**src/design/mic_params.svh**
```systemverilog
// Constants of the instruction core: timing, opcodes, mapped addresses.
// Assumes inclusion by bare name from the core; definitions only.
`ifndef MIC_PARAMS_SVH
`define MIC_PARAMS_SVH
`define MIC_CYC_CLKS 4
`define MIC_PH_LAST 2'h3
`define MIC_PCL_ADDR 8'h06
`define MIC_RESET_VEC 11'h000
// Opcode field, instruction bits 15:11
`define MIC_OP_ADD 5'h00
`define MIC_OP_ADDX 5'h01
`define MIC_OP_ADC 5'h02
`define MIC_OP_SUB 5'h03
`define MIC_OP_SUBX 5'h04
`define MIC_OP_SBC 5'h05
`define MIC_OP_AND 5'h06
`define MIC_OP_ANDX 5'h07
`define MIC_OP_OR 5'h08
`define MIC_OP_ORX 5'h09
`define MIC_OP_XOR 5'h0a
`define MIC_OP_XORX 5'h0b
`define MIC_OP_INVERT 5'h0c
`define MIC_OP_INC 5'h0d
`define MIC_OP_DEC 5'h0e
`define MIC_OP_RR 5'h0f
`define MIC_OP_RL 5'h10
`define MIC_OP_RRC 5'h11
`define MIC_OP_RLC 5'h12
`define MIC_OP_MOVAM 5'h13
`define MIC_OP_MOVMA 5'h14
`define MIC_OP_MOVX 5'h15
`define MIC_OP_BSET 5'h16
`define MIC_OP_BCLR 5'h17
`define MIC_OP_SZ 5'h18
`define MIC_OP_SNZ 5'h19
`define MIC_OP_SZB 5'h1a
`define MIC_OP_SNZB 5'h1b
`define MIC_OP_JUMP 5'h1c
`define MIC_OP_CALL 5'h1d
`define MIC_OP_SYS 5'h1e
// System sub-codes, instruction bits 2:0
`define MIC_SYS_NOP 3'h0
`define MIC_SYS_EXIT 3'h1
`define MIC_SYS_IEXIT 3'h2
`define MIC_SYS_TABLE 3'h3
`define MIC_SYS_HALT 3'h4
`endif

```
**src/design/mic_pkg.sv**
```systemverilog
// Types shared by the instruction core and its bench.
// Assumes nothing beyond a SystemVerilog compiler.
package mic_pkg;
  typedef enum {cs_exec, cs_flush, cs_table, cs_sleep} mic_state_e;
  typedef struct packed {
    logic [7:0] addr;
    logic [7:0] wdata;
    logic we;
  } mic_dmem_s;
  typedef struct packed {
    logic zero;
    logic carry;
  } mic_flags_s;
endpackage

```
**src/design/mic_core.sv**
```systemverilog
// 8-bit accumulator core: fetch, execute and instruction-cycle timing.
// Assumes program and data memories answer combinationally to the
// address outputs, and that data memory writes on the clock edge seen
// while the write strobe is high.
// Functional notes
// - Ordinary instructions finish in one instruction cycle.
// - Jump, call, exit, interrupt exit and table read take two cycles.
// - One instruction cycle is four system clocks.
// - Writing program counter low jumps and costs one extra cycle.
// - Taken skip costs one extra cycle, untaken skip costs none.
// - Add reports carry above 255, subtract reports borrow below 0.
// - Increment and decrement change by one, to memory or accumulator.
// - Logic and invert instructions set zero flag on zero result.
// - Rotates move bits by exactly one position left or right.
// - Rotate via carry moves the leaving bit into carry.
// - Subroutine exit resumes right after the calling instruction.
// - Conditional skips test a byte or a bit and skip the next one.
// - Bit set and clear alter only the addressed bit.
// - Table read fetches constant data from program memory.
// - Moves go memory to accumulator, back, and immediate to accumulator.
// - A dedicated instruction enters power-down.
`timescale 1ns/1ns
`include "mic_params.svh"

module mic_core #(
  parameter int PC_W = 11,
  parameter int STACK_D = 8
) (
  input logic clk,
  input logic reset,
  input logic wake_pin,
  input logic [15:0] prog_rdata,
  input logic [7:0] data_rdata,
  output logic [PC_W-1:0] prog_addr,
  output mic_pkg::mic_dmem_s dmem,
  output mic_pkg::mic_flags_s flags,
  output logic [7:0] acc,
  output logic power_down,
  output logic int_enable,
  output logic retire
);
  localparam int SP_W = $clog2(STACK_D);

  logic [1:0] phase;
  mic_pkg::mic_state_e state;
  logic [PC_W-1:0] pc;
  logic [PC_W-1:0] redirect;
  logic [PC_W-1:0] tbl_addr;
  logic [15:0] ir;
  logic [7:0] opnd;
  logic [PC_W-1:0] stack [STACK_D];
  logic [SP_W-1:0] sp;
  logic wake_s1;
  logic wake_s2;

  // Decoded results of the current instruction
  logic [7:0] next_acc;
  mic_pkg::mic_flags_s next_flags;
  logic [7:0] res;
  logic wr_mem;
  logic taken;
  logic [PC_W-1:0] target;
  logic push;
  logic pop;

  wire [4:0] op = ir[15:11];
  wire [2:0] bsel = ir[10:8];
  wire to_mem = ir[8];
  wire [7:0] imm = ir[7:0];
  wire [PC_W-1:0] pc_inc = pc + PC_W'(1);
  wire last_ph = (phase == `MIC_PH_LAST);

  // 9-bit adder shared by add, subtract, increment and decrement
  function automatic logic [8:0] add9(input logic [7:0] a, input logic [7:0] b,
                                      input logic cin);
    add9 = {1'b0, a} + {1'b0, b} + {8'h00, cin};
  endfunction

  // Instruction cycle sequencer
  always_ff @(posedge clk) begin
    if (reset) begin
      phase <= 2'h0;
    end else begin
      phase <= phase + 2'h1;
    end
  end

  // Two-flop synchroniser for the wake pin
  always_ff @(posedge clk) begin
    if (reset) begin
      wake_s1 <= 1'b0;
      wake_s2 <= 1'b0;
    end else begin
      wake_s1 <= wake_pin;
      wake_s2 <= wake_s1;
    end
  end

  // Execute decode, evaluated while the operand is stable
  always_comb begin
    logic [8:0] sum;
    sum = 9'h000;
    res = opnd;
    next_acc = acc;
    next_flags = flags;
    wr_mem = 1'b0;
    taken = 1'b0;
    target = pc_inc;
    push = 1'b0;
    pop = 1'b0;
    case (op)
      `MIC_OP_ADD, `MIC_OP_ADDX, `MIC_OP_ADC: begin
        sum = add9(acc, op == `MIC_OP_ADDX ? imm : opnd,
                   op == `MIC_OP_ADC ? flags.carry : 1'b0);
        res = sum[7:0];
        next_flags.carry = sum[8];
        next_flags.zero = (res == 8'h00);
        wr_mem = to_mem && op != `MIC_OP_ADDX;
      end
      `MIC_OP_SUB, `MIC_OP_SUBX, `MIC_OP_SBC: begin
        // Carry flag holds the borrow here: set when result went below 0
        sum = add9(acc, ~(op == `MIC_OP_SUBX ? imm : opnd),
                   op == `MIC_OP_SBC ? ~flags.carry : 1'b1);
        res = sum[7:0];
        next_flags.carry = ~sum[8];
        next_flags.zero = (res == 8'h00);
        wr_mem = to_mem && op != `MIC_OP_SUBX;
      end
      `MIC_OP_AND, `MIC_OP_ANDX, `MIC_OP_OR, `MIC_OP_ORX,
      `MIC_OP_XOR, `MIC_OP_XORX, `MIC_OP_INVERT: begin
        case (op)
          `MIC_OP_AND: res = acc & opnd;
          `MIC_OP_ANDX: res = acc & imm;
          `MIC_OP_OR: res = acc | opnd;
          `MIC_OP_ORX: res = acc | imm;
          `MIC_OP_XOR: res = acc ^ opnd;
          `MIC_OP_XORX: res = acc ^ imm;
          default: res = ~opnd;
        endcase
        next_flags.zero = (res == 8'h00);
        wr_mem = to_mem && !op[0];
      end
      `MIC_OP_INC, `MIC_OP_DEC: begin
        sum = add9(opnd, op == `MIC_OP_DEC ? 8'hff : 8'h00, op == `MIC_OP_INC);
        res = sum[7:0];
        next_flags.zero = (res == 8'h00);
        wr_mem = to_mem;
      end
      `MIC_OP_RR: begin
        res = {opnd[0], opnd[7:1]};
        wr_mem = to_mem;
      end
      `MIC_OP_RL: begin
        res = {opnd[6:0], opnd[7]};
        wr_mem = to_mem;
      end
      `MIC_OP_RRC: begin
        res = {flags.carry, opnd[7:1]};
        next_flags.carry = opnd[0];
        wr_mem = to_mem;
      end
      `MIC_OP_RLC: begin
        res = {opnd[6:0], flags.carry};
        next_flags.carry = opnd[7];
        wr_mem = to_mem;
      end
      `MIC_OP_MOVAM: res = opnd;
      `MIC_OP_MOVX: res = imm;
      `MIC_OP_MOVMA: begin
        res = acc;
        wr_mem = 1'b1;
      end
      `MIC_OP_BSET, `MIC_OP_BCLR: begin
        // Read-modify-write keeps the other seven bits
        res = opnd;
        res[bsel] = (op == `MIC_OP_BSET);
        wr_mem = 1'b1;
      end
      `MIC_OP_SZ: begin
        taken = (opnd == 8'h00);
        target = pc + PC_W'(2);
        wr_mem = to_mem && taken;
      end
      `MIC_OP_SNZ: begin
        taken = (opnd != 8'h00);
        target = pc + PC_W'(2);
      end
      `MIC_OP_SZB, `MIC_OP_SNZB: begin
        taken = opnd[bsel] ^ (op == `MIC_OP_SZB);
        target = pc + PC_W'(2);
      end
      `MIC_OP_JUMP: begin
        taken = 1'b1;
        target = ir[PC_W-1:0];
      end
      `MIC_OP_CALL: begin
        taken = 1'b1;
        push = 1'b1;
        target = ir[PC_W-1:0];
      end
      `MIC_OP_SYS: begin
        if (ir[2:0] == `MIC_SYS_EXIT || ir[2:0] == `MIC_SYS_IEXIT) begin
          taken = 1'b1;
          pop = 1'b1;
          target = stack[sp - SP_W'(1)];
        end
      end
      default: res = acc;
    endcase
    // Destination: accumulator unless the instruction stores to memory, is a skip or is a jump, call or system op
    if (!wr_mem && op != `MIC_OP_SZ && op != `MIC_OP_SNZ && op != `MIC_OP_SZB
        && op != `MIC_OP_SNZB && op < `MIC_OP_MOVMA || op == `MIC_OP_MOVX) begin
      next_acc = res;
    end
    // SZ with memory destination copies the byte to the accumulator too
    if (op == `MIC_OP_SZ && to_mem) begin
      next_acc = opnd;
      wr_mem = 1'b0;
    end
    // A store to program counter low turns into a jump
    if (wr_mem && dmem.addr == `MIC_PCL_ADDR) begin
      wr_mem = 1'b0;
      taken = 1'b1;
      target = {pc[PC_W-1:8], res};
    end
  end

  // Fetch addressing: program and table addresses, instruction and operand
  always_ff @(posedge clk) begin
    if (reset) begin
      prog_addr <= `MIC_RESET_VEC;
      ir <= 16'h0000;
      opnd <= 8'h00;
    end else begin
      if (phase == 2'h0) begin
        prog_addr <= (state == mic_pkg::cs_table) ? tbl_addr : pc;
      end
      // Instruction fetched in a flush cycle is dropped here
      if (phase == 2'h1 && state == mic_pkg::cs_exec) begin
        ir <= prog_rdata;
      end
      if (phase == 2'h2) begin
        opnd <= (dmem.addr == `MIC_PCL_ADDR) ? pc[7:0] : data_rdata;
      end
    end
  end

  // Data memory port: one process owns the whole struct, so it has one driver
  // Write strobe lasts one clock and is seen at the following edge
  always_ff @(posedge clk) begin
    if (reset) begin
      dmem.addr <= 8'h00;
      dmem.we <= 1'b0;
      dmem.wdata <= 8'h00;
    end else begin
      // Address follows executed fetches only, so a flush keeps the old one
      if (phase == 2'h1 && state == mic_pkg::cs_exec) begin
        dmem.addr <= prog_rdata[7:0];
      end
      dmem.we <= last_ph && state == mic_pkg::cs_exec && wr_mem;
      if (last_ph && state == mic_pkg::cs_exec) begin
        dmem.wdata <= res;
      end
    end
  end

  // Accumulator, flags and table data
  always_ff @(posedge clk) begin
    if (reset) begin
      acc <= 8'h00;
      flags <= '0;
    end else if (phase == 2'h1 && state == mic_pkg::cs_table) begin
      acc <= prog_rdata[7:0];
    end else if (last_ph && state == mic_pkg::cs_exec) begin
      acc <= next_acc;
      flags <= next_flags;
    end
  end

  // Program counter, redirect target and state
  always_ff @(posedge clk) begin
    if (reset) begin
      pc <= `MIC_RESET_VEC;
      redirect <= `MIC_RESET_VEC;
      tbl_addr <= `MIC_RESET_VEC;
      state <= mic_pkg::cs_exec;
      power_down <= 1'b0;
      int_enable <= 1'b0;
    end else if (last_ph) begin
      case (state)
        mic_pkg::cs_exec: begin
          pc <= pc_inc;
          if (taken) begin
            // Spend one cycle fetching and dropping the successor
            redirect <= target;
            state <= mic_pkg::cs_flush;
          end else if (op == `MIC_OP_SYS && ir[2:0] == `MIC_SYS_TABLE) begin
            tbl_addr <= {pc[PC_W-1:8], opnd};
            state <= mic_pkg::cs_table;
          end else if (op == `MIC_OP_SYS && ir[2:0] == `MIC_SYS_HALT) begin
            power_down <= 1'b1;
            state <= mic_pkg::cs_sleep;
          end
          if (op == `MIC_OP_SYS && ir[2:0] == `MIC_SYS_IEXIT) begin
            int_enable <= 1'b1;
          end
        end
        mic_pkg::cs_flush: begin
          pc <= redirect;
          state <= mic_pkg::cs_exec;
        end
        mic_pkg::cs_table: state <= mic_pkg::cs_exec;
        mic_pkg::cs_sleep: begin
          // Wake is sampled once per instruction cycle only
          if (wake_s2) begin
            power_down <= 1'b0;
            state <= mic_pkg::cs_exec;
          end
        end
        default: state <= mic_pkg::cs_exec;
      endcase
    end
  end

  // Return stack; overflow wraps silently, as on small cores
  always_ff @(posedge clk) begin
    if (reset) begin
      sp <= '0;
    end else if (last_ph && state == mic_pkg::cs_exec) begin
      if (push) begin
        stack[sp] <= pc_inc;
        sp <= sp + SP_W'(1);
      end else if (pop) begin
        sp <= sp - SP_W'(1);
      end
    end
  end

  // Retire pulse marks the end of an executed instruction cycle
  always_ff @(posedge clk) begin
    if (reset) begin
      retire <= 1'b0;
    end else begin
      retire <= last_ph && state == mic_pkg::cs_exec;
    end
  end

  // Checks
  property p_phase;
    @(posedge clk) disable iff (reset) last_ph |=> phase == 2'h0;
  endproperty
  a_phase: assert property (p_phase) else $error("phase did not wrap");

  property p_gap;
    @(posedge clk) disable iff (reset) retire |=> (!retire)[*3];
  endproperty
  a_gap: assert property (p_gap) else $error("retire closer than 4 clocks");

  property p_plain;
    @(posedge clk) disable iff (reset) retire && state == mic_pkg::cs_exec |-> ##4 retire;
  endproperty
  a_plain: assert property (p_plain) else $error("plain instruction not 1 cycle");

  property p_taken;
    @(posedge clk) disable iff (reset)
      retire && state == mic_pkg::cs_flush |-> ##1 (!retire)[*7] ##1 retire;
  endproperty
  a_taken: assert property (p_taken) else $error("taken flow not 2 cycles");

  property p_table;
    @(posedge clk) disable iff (reset)
      retire && state == mic_pkg::cs_table |-> ##2 acc == $past(prog_rdata[7:0]) ##6 retire;
  endproperty
  a_table: assert property (p_table) else $error("table read wrong");

  property p_pcl;
    @(posedge clk) disable iff (reset) dmem.we |-> dmem.addr != `MIC_PCL_ADDR;
  endproperty
  a_pcl: assert property (p_pcl) else $error("pcl reached data memory");

  property p_halt;
    // The halt's own retire falls in the first clock of power-down
    @(posedge clk) disable iff (reset) power_down && $past(power_down) |-> !retire;
  endproperty
  a_halt: assert property (p_halt) else $error("retired while asleep");

  property p_zero;
    @(posedge clk) disable iff (reset)
      retire && (op == `MIC_OP_ANDX || op == `MIC_OP_XORX) |-> flags.zero == (acc == 8'h00);
  endproperty
  a_zero: assert property (p_zero) else $error("zero flag wrong");

  property p_inc;
    @(posedge clk) disable iff (reset)
      retire && op == `MIC_OP_INC && !to_mem |-> acc == opnd + 8'h01;
  endproperty
  a_inc: assert property (p_inc) else $error("increment wrong");

  property p_rlc;
    @(posedge clk) disable iff (reset)
      retire && op == `MIC_OP_RLC && !to_mem |-> flags.carry == opnd[7] && acc[7:1] == opnd[6:0];
  endproperty
  a_rlc: assert property (p_rlc) else $error("rotate via carry wrong");

  c_taken: cover property (@(posedge clk) retire && state == mic_pkg::cs_flush);
  c_table: cover property (@(posedge clk) retire && state == mic_pkg::cs_table);
  c_sleep: cover property (@(posedge clk) power_down ##1 !power_down);
endmodule

```
**config.mk**
```make
export PLATFORM = sky130hd
export DESIGN_NAME = mic_core
export DESIGN_NICKNAME = d
export VERILOG_FILES = /design/src/design/mic_pkg.sv /design/src/design/mic_core.sv
export VERILOG_INCLUDE_DIRS = /design/src /design/src/design
export SDC_FILE = /design/constraint.sdc
export NUM_CORES = 1
export LEC_CHECK = 0
export ABC_AREA = 1
export BUFFER_PORTS_ARGS = -buffer_cell sky130_fd_sc_hd__buf_2
export CAP_MARGIN = 40
export CORE_ASPECT_RATIO = 0.7
export CORE_MARGIN = 4
export CORE_UTILIZATION = 49
export DETAILED_ROUTE_END_ITERATION = 8
export PLACE_DENSITY = 0.67
export SYNTH_ARGS = -nofsm -noshare
export SYNTH_HDL_FRONTEND = slang
export SYNTH_SLANG_ARGS = --single-unit
```
**constraint.sdc**
```tcl
create_clock -name clk -period 4.4 [get_ports clk]
set_input_delay 0.88 -clock clk [delete_from_list [all_inputs] [get_ports clk]]
set_output_delay 0.88 -clock clk [all_outputs]
set_load 0.03 [all_outputs]
```
==> impl_results.md, run 1 <==
* ANT nets after route at 0
* Reg area at 4620 µm²
* CP delay by family, top: simple AND/OR/NAND/NOR gates
* I/O pins at 68
* Reg-to-reg endpoint: acc[6]$_SDFFE_PP0P_
* Post-synth top cells: nand2_1, inv_1, nor2_1
* Largest net degree at the start of global routing at 49
* Starting Density at 49.9%
* Post-synth top area cell: edfxtp_1
* Cell with the most instances after synthesis: nand2_1
* Worst VDD drop at 308 µV
* # resized after CTS at 0
* Setup CP Type: reg -> reg
* Number of synthesized flops with an enable pin at 88
* CTS HTree Levels at 4
* Worst Path Max Fanout at 16
* Multi-input logic area at 6130 µm²
* FF+latch count, synth at 187
* Crit. End Element: register
* CP bufs+invs at 2
* Max Clk Rate at 0.257 GHz
* N_diodes at 0
* Post-CTS Setup Inserts at 0
* DRC Markers at 0
* Async SR Flop Fraction at 0%
* Skew-Pair Late Insertion Delay at 0.44 ns
* Clock skew at 0.0139 ns
* Gpl congestion at 1.03
* CP max-delay cell: dfxtp_1
* Cell variety after synth at 53
* Final Setup Violations at 0
* Core Rows at 47
* DR iter-0 viols at 1,740
* Top cell type's share of synthesized area at 22.3%
* Final period util at 88.5%
* Number of fillers in the final layout at 2,326
* Post-route minimum period at 3.89 ns
* Final Util at 54.9%
* RSZ-0062 raised after global routing: false
* Worst rel slew slack at 39.8%
* Share of cells above drive strength 1 at 11.9%
* Leak pwr at 5.65 nW
* Syn avg cell area at 7.24 µm²
* Inserted Clock Buffers at 17
* Worst hold path type: reg -> reg
* Hold path cells at 2
* CTS root buffer: clkbuf_16
* Post-CTS Hold Buffers at 0
* Routed len/inst at 21.3 µm
* HP Start: wake_s1$_SDFF_PP0_
* TritonCTS clock tree: yes
* Number of iterations in the first detailed-routing pass at 5
* Core ar. at 23,700 µm²
* Post-Syn Area at 11,800 µm²
* Final nets at 1,734
* Vias/cell at 5.99
* CTS clock-pin slew for the worst setup and hold paths at 0.08 ns
* Total GRT Usage at 31.4%
* Worst slew pin tran at 0.900 ns
* CTS Sinks at 187
* Critical Path Start Type: register
* Die Y at 138 µm
* R2r worst-path depth at 17
* Critical path's largest stage delay at 0.67 ns
* Die Span X at 194 µm
* WL final at 42.7 mm
* Top FF cell, synth: dfxtp_1
* Port bufs at 67
* Die area at 26,700 µm²
* Syn-to-layout area delta at 9.91%
* DR vias at 12.0k
* MaxCap Viol Count at 0
* Vias in the first global route at 10.8k
* Hold Path Sink: wake_s2$_SDFF_PP0_
* Outcome: completed
* Main area contributors after synthesis: edfxtp_1, dfxtp_1, nand2_1
* Slew Limit Fails at 0
* Critical path cell sequence: inv_2 > nand3_1 > o21ai_0 > fa_1 > fa_1 > inv_1 > nand4_1 > nand3_1 > nand2_1 > nand3_1 > o21ai_0 > nor2_1 > nand3_2 > nand3_1 > nand2_1 > nand2_1 > a21oi_1
* Power Dens Cells at 339 nW/µm²
* Fin. Hold Viols at 0
* Worst r2r src: ir[15]$_SDFFE_PP0P_
* Post-Syn Instances at 1,634
* Most frequent cell on the critical path: nand3_1
* Setup TNS Final at 0 ns
* Mapped Nets at 1,695
* Antenna violations before repair at 0
* Final HPWL DP at 31.9 mm
* R2r setup slk at 0.51 ns
* YS warnings at 0
* Global-route wire length before repair at 65.7 mm
* Post-synthesis sequential area ratio at 39.1%
* Crit path DAT at 4.20 ns
* Overflow after GRT at 0
* Critical Path RT at 4.71 ns
* CTS max path bufs at 2
flip-flops by register name, summed over array words and instances (netlist names):
name        cells
acc             8
dmem            9
flags           2
int_enable      1
ir             16
opnd            8
pc             11
phase           2
power_down      1
prog_addr      11
redirect       11
retire          1
sp              3
stack          88
state           2
tbl_addr       11
wake_s1         1
wake_s2         1
worst register-to-register path, cell delays in order, from the launching register on:
cell and delay (ns):
dfxtp_1 0.67, inv_2 0.28, nand3_1 0.52, o21ai_0 0.21, fa_1 0.48, fa_1 0.43
inv_1 0.09, nand4_1 0.15, nand3_1 0.12, nand2_1 0.08, nand3_1 0.08, o21ai_0 0.08
nor2_1 0.18, nand3_2 0.14, nand3_1 0.09, nand2_1 0.06, nand2_1 0.06, a21oi_1 0.06
worst max-delay path by stage:
stage / slack (ns) / end / depth (start not counted) / from
floorplan: 1.27 / redirect[4]$_SDFFE_PP0P_ / 20 / ir[15]$_SDFFE_PP0P_
global placement: 0.65 / acc[6]$_SDFFE_PP0P_ / 19 / ir[13]$_SDFFE_PP0P_
detailed placement: 0.58 / acc[6]$_SDFFE_PP0P_ / 17 / ir[15]$_SDFFE_PP0P_
CTS: 0.54 / acc[6]$_SDFFE_PP0P_ / 17 / ir[15]$_SDFFE_PP0P_
global route: 0.11 / acc[6]$_SDFFE_PP0P_ / 17 / ir[15]$_SDFFE_PP0P_
finish: 0.51 / acc[6]$_SDFFE_PP0P_ / 17 / ir[15]$_SDFFE_PP0P_
power breakdown:
group	internal [mW]	total (mW)	switching (mW)	leakage, nW
logic	0.278	0.965	0.687	3.75
clock network	0.823	1.49	0.672	0.268
registers	1.86	1.95	0.0840	1.64
total	2.96	4.41	1.44	5.65
layout make-up:
cell class / count / area share [%]
multi-input combinational: 1181 / 47.1
clock buffer: 20 / 3.60
timing repair buffer: 101 / 4.54
inverter: 185 / 5.38
sequential: 187 / 35.6
clock inverter: 12 / 0.731
tap: 318 / 3.06
cells in the final DEF (no fill, tap or decap), types with 6 or more instances in the layout:
cell type	instances
or2_2	6
ha_1	28
buf_2	67
o21ai_0	160
edfxtp_1	88
o2111ai_1	6
nand4_1	30
o22ai_1	16
nand3b_1	6
nand2_1	368
a31oi_1	6
fa_1	6
xor2_1	11
buf_4	34
clkinv_1	6
o211ai_1	23
nor2_2	12
nor2_1	163
xnor2_1	9
a211oi_1	8
inv_2	18
nor3_1	15
nand3_1	126
inv_1	163
a21oi_1	103
o21ai_1	10
clkbuf_16	18
nand3_2	8
o221ai_1	14
dfxtp_1	99
nor3_2	6
kinds of logic after synthesis:
kind of cell / after synthesis / share of synthesized area (%)
AO/OA/AOI/OAI: 363 / 17.3
buffers and inverters: 266 / 9.37
flip-flops: 187 / 39.1
adder cells (fa/ha/maj): 34 / 3.98
AND/OR/NAND/NOR: 764 / 28.8
XOR/XNOR: 20 / 1.48
through the flow:
step	setup WS [ns]	instance area (µm²)	hold slack [ns]	power, mW	std cells
floorplan	1.27	11800	0.388	2.61	1634
detailed placement	0.580	12400	0.395	2.91	1972
CTS	0.541	13000	0.403	4.39	2004
global placement	0.653	12400	0.396	2.91	1971
finish	0.505	13000	0.399	4.41	2004
global route	0.112	13000	0.424	4.59	2004
metal layers:
metal	vias up	track usage [%]	wire length (µm)
met5	-	0	0
li1	5602	-	-
met4	0	6.11	573
met3	47	11.3	6300
met1	5620	50.4	20000
met2	742	39.7	15900
Note: power is estimated with default switching activity, not from simulation.
==> run 2: changes to the inputs <==
HOLD_SLACK_MARGIN = 0.08   (was default)
PLACE_DENSITY = 0.76   (was 0.67)
==> run 2 against run 1 <==
- utilization about the same
- combinational power down 2%
- die area unchanged
- total power up 3.5%
- setup slack better by 0.082 ns
- sequential power about the same
- global-route usage down 1.2 points
- cell count down 0.15%
- clock power up 11%
- non-clock buffer count down 3
- clock skew up 0.0070 ns
- critical path type unchanged
==> impl_results.md, run 2 (synthesized netlist as in run 1, its figures left out) <==
* Power Total at 4.56 mW (+3.5%)
* Final Util at 54.9% (about the same)
* Crit path DAT at 4.14 ns (-0.06 ns)
* Worst slew pin tran at 0.929 ns (+0.0288 ns)
* DR iter-0 viols at 1,837 (+5.6%)
* TritonCTS clock tree: yes
* Core ar. at 23,700 µm² (unchanged)
* Final nets at 1,731 (-0.17%)
* Top Metal Used: met4
* Final HPWL DP at 30.5 mm (-4.4%)
* Die Y at 138 µm (unchanged)
* Worst Path Max Fanout at 16 (unchanged)
* Max Clk Rate at 0.262 GHz (+2.1%)
* Slew Limit Fails at 0 (unchanged)
* Setup CP Type: reg -> reg
* Starting Density at 49.9% (unchanged)
* Syn-to-layout area delta at 9.96% (about the same)
* Skew-Pair Late Insertion Delay at 0.46 ns (+0.02 ns)
* Inserted Clock Buffers at 17 (unchanged)
* MaxCap Viol Count at 0 (unchanged)
* DR WL met3 at 6.47 mm (+2.8%)
* Clock group share of total power at 36.4% (+2.5 points)
* CTS clock-pin slew for the worst setup and hold paths at 0.08 ns (about the same)
* RSZ-0062 raised after global routing: false
* Setup TNS Final at 0 ns (unchanged)
* DRC Markers at 0 (unchanged)
* Antenna violations before repair at 0 (unchanged)
* Comb power frac at 20.8% (-1.1 points)
* WL final at 41.8 mm (-2.2%)
* Global-route wire length before repair at 63.8 mm (-2.9%)
* Post-route minimum period at 3.81 ns (-0.0818 ns)
* I/O pins at 68 (unchanged)
* CTS root buffer: clkbuf_16
* Power Dens Cells at 350 nW/µm² (+3.4%)
* N_diodes at 0 (unchanged)
* DR vias at 12.1k (+0.39%)
* Worst VDD drop at 325 µV (+5.5%)
* Final Setup Violations at 0 (unchanged)
* CTS HTree Levels at 4 (unchanged)
* Most common cell after layout, fill and taps aside: nand2_1
* Final Cell Area at 13,000 µm² (about the same)
* Critical Path RT at 4.73 ns (+0.02 ns)
* Reg area at 4620 µm² (unchanged)
* Largest net degree at the start of global routing at 49 (unchanged)
* Post-Layout Cell Count at 2,001 (-0.15%)
* Crit. End Element: register
* Final period util at 86.7% (-1.9 points)
* Routed len/inst at 20.9 µm (-2.1%)
* Core Rows at 47 (unchanged)
* Clock skew at 0.0208 ns (+0.00699 ns)
* Critical path's largest stage delay at 0.65 ns (-0.02 ns)
* Post-DP Area at 12,400 µm² (-0.42%)
* Port bufs at 67 (unchanged)
* CTS Sinks at 187 (unchanged)
* R2r setup slk at 0.59 ns (+0.08 ns)
* Die area at 26,700 µm² (unchanged)
* ANT nets after route at 0 (unchanged)
* Critical Path Start Type: register
* Post-CTS Hold Buffers at 0 (unchanged)
* WL met2 at 16.0 mm (+0.55%)
* Leak pwr at 5.66 nW (about the same)
* Vias/cell at 6.03 (+0.54%)
* Die Span X at 194 µm (unchanged)
* Most frequent cells in the layout: nand2_1, inv_1, nor2_1, o21ai_0, nand3_1
* Gpl congestion at 1.06 (+3.0%)
* Share of cells above drive strength 1 at 11.6% (-0.22 points)
* Total GRT Usage at 30.2% (-1.2 points)
* Max FFs per register at 88 (unchanged)
* Multi-input logic area at 6100 µm² (-0.49%)
* Number of fillers in the final layout at 2,254 (-3.1%)
* Pint at 3.06 mW (+3.4%)
* Overflow after GRT at 0 (unchanged)
* Number of iterations in the first detailed-routing pass at 8 (+3)
* Top reg by flops: stack
* Post-CTS Setup Inserts at 0 (unchanged)
* Reg power frac at 42.8% (-1.4 points)
* Switching pwr at 1.50 mW (+3.8%)
* Outcome: completed
* CP max-delay cell: dfxtp_1
* Vias in the first global route at 10.9k (+1.0%)
* Worst hold path type: reg -> reg
* # resized after CTS at 0 (unchanged)
* Fin. Hold Viols at 0 (unchanged)
* Worst rel slew slack at 37.9% (-1.9 points)
* Inst Count DP at 1,969 (-0.15%)
* Largest registers: stack: 88 flops, ir: 16 flops
* CTS max path bufs at 2 (unchanged)
* Critical path cell sequence: inv_2 > nor2_4 > nand3_1 > nand2_1 > o21ai_0 > fa_1 > fa_1 > inv_1 > nand4_1 > nand3_1 > nand2_1 > nand3_1 > o21ai_0 > nor2_1 > nand3_2 > nand3_1 > nand2_1 > nand2_1 > a21oi_1
* Met1 Wirelength at 18.6 mm (-6.9%)
* Sw Share at 32.9% (+0.092 points)
## run 2: cell type report
type | instances | area share (%)
flip-flops and latches | 187 | 35.5
multi-input cells | 1181 | 46.9
clock buffers | 18 | 3.37
inverters | 185 | 5.37
clock inverters | 14 | 1.40
repair buffers | 98 | 4.36
well taps | 318 | 3.06
## run 2: power by group through the flow
stage	registers (mW)	logic, mW	clock network, mW
3_5_place_dp	1.98	0.908	0
4_1_cts	1.94	0.914	1.67
6_report	1.95	0.949	1.66
3_3_place_gp	1.98	0.905	0
5_1_grt	1.95	1.03	1.74
2_1_floorplan	1.97	0.646	0
## run 2: metal layers
metal | track usage (%) | vias up
met3 | 10.9 | 78
met4 | 6.89 | 0
met1 | 46.6 | 5569
li1 | - | 5596
met2 | 40.0 | 815
met5 | 0 | -
## run 2: path summary, 6_finish.rpt
kind | from | endpoint | cells after the start
hold / removal | wake_s1$_SDFF_PP0_ | wake_s2$_SDFF_PP0_ | 2
hold reg to reg | wake_s1$_SDFF_PP0_ | wake_s2$_SDFF_PP0_ | 2
setup / recovery | ir[13]$_SDFFE_PP0P_ | acc[6]$_SDFFE_PP0P_ | 19
setup reg to reg | ir[13]$_SDFFE_PP0P_ | acc[6]$_SDFFE_PP0P_ | 19
## run 2: stage by stage
| step | setup slack (ns) | hold slack, ns |
|---|---|---|
| after global placement | 0.734 | 0.393 |
| after detailed placement | 0.679 | 0.405 |
| after floorplan | 1.27 | 0.388 |
| after global routing | 0.246 | 0.418 |
| after CTS | 0.650 | 0.413 |
| final | 0.587 | 0.407 |
## run 2: critical path: cells and delay by family (launching register included)
kind	cells	cell delay, ns
AND/OR/NAND/NOR	12	1.64
flip-flops	1	0.65
AO/OA/AOI/OAI	3	0.29
buffers and inverters	2	0.23
adder cells (fa/ha/maj)	2	0.87
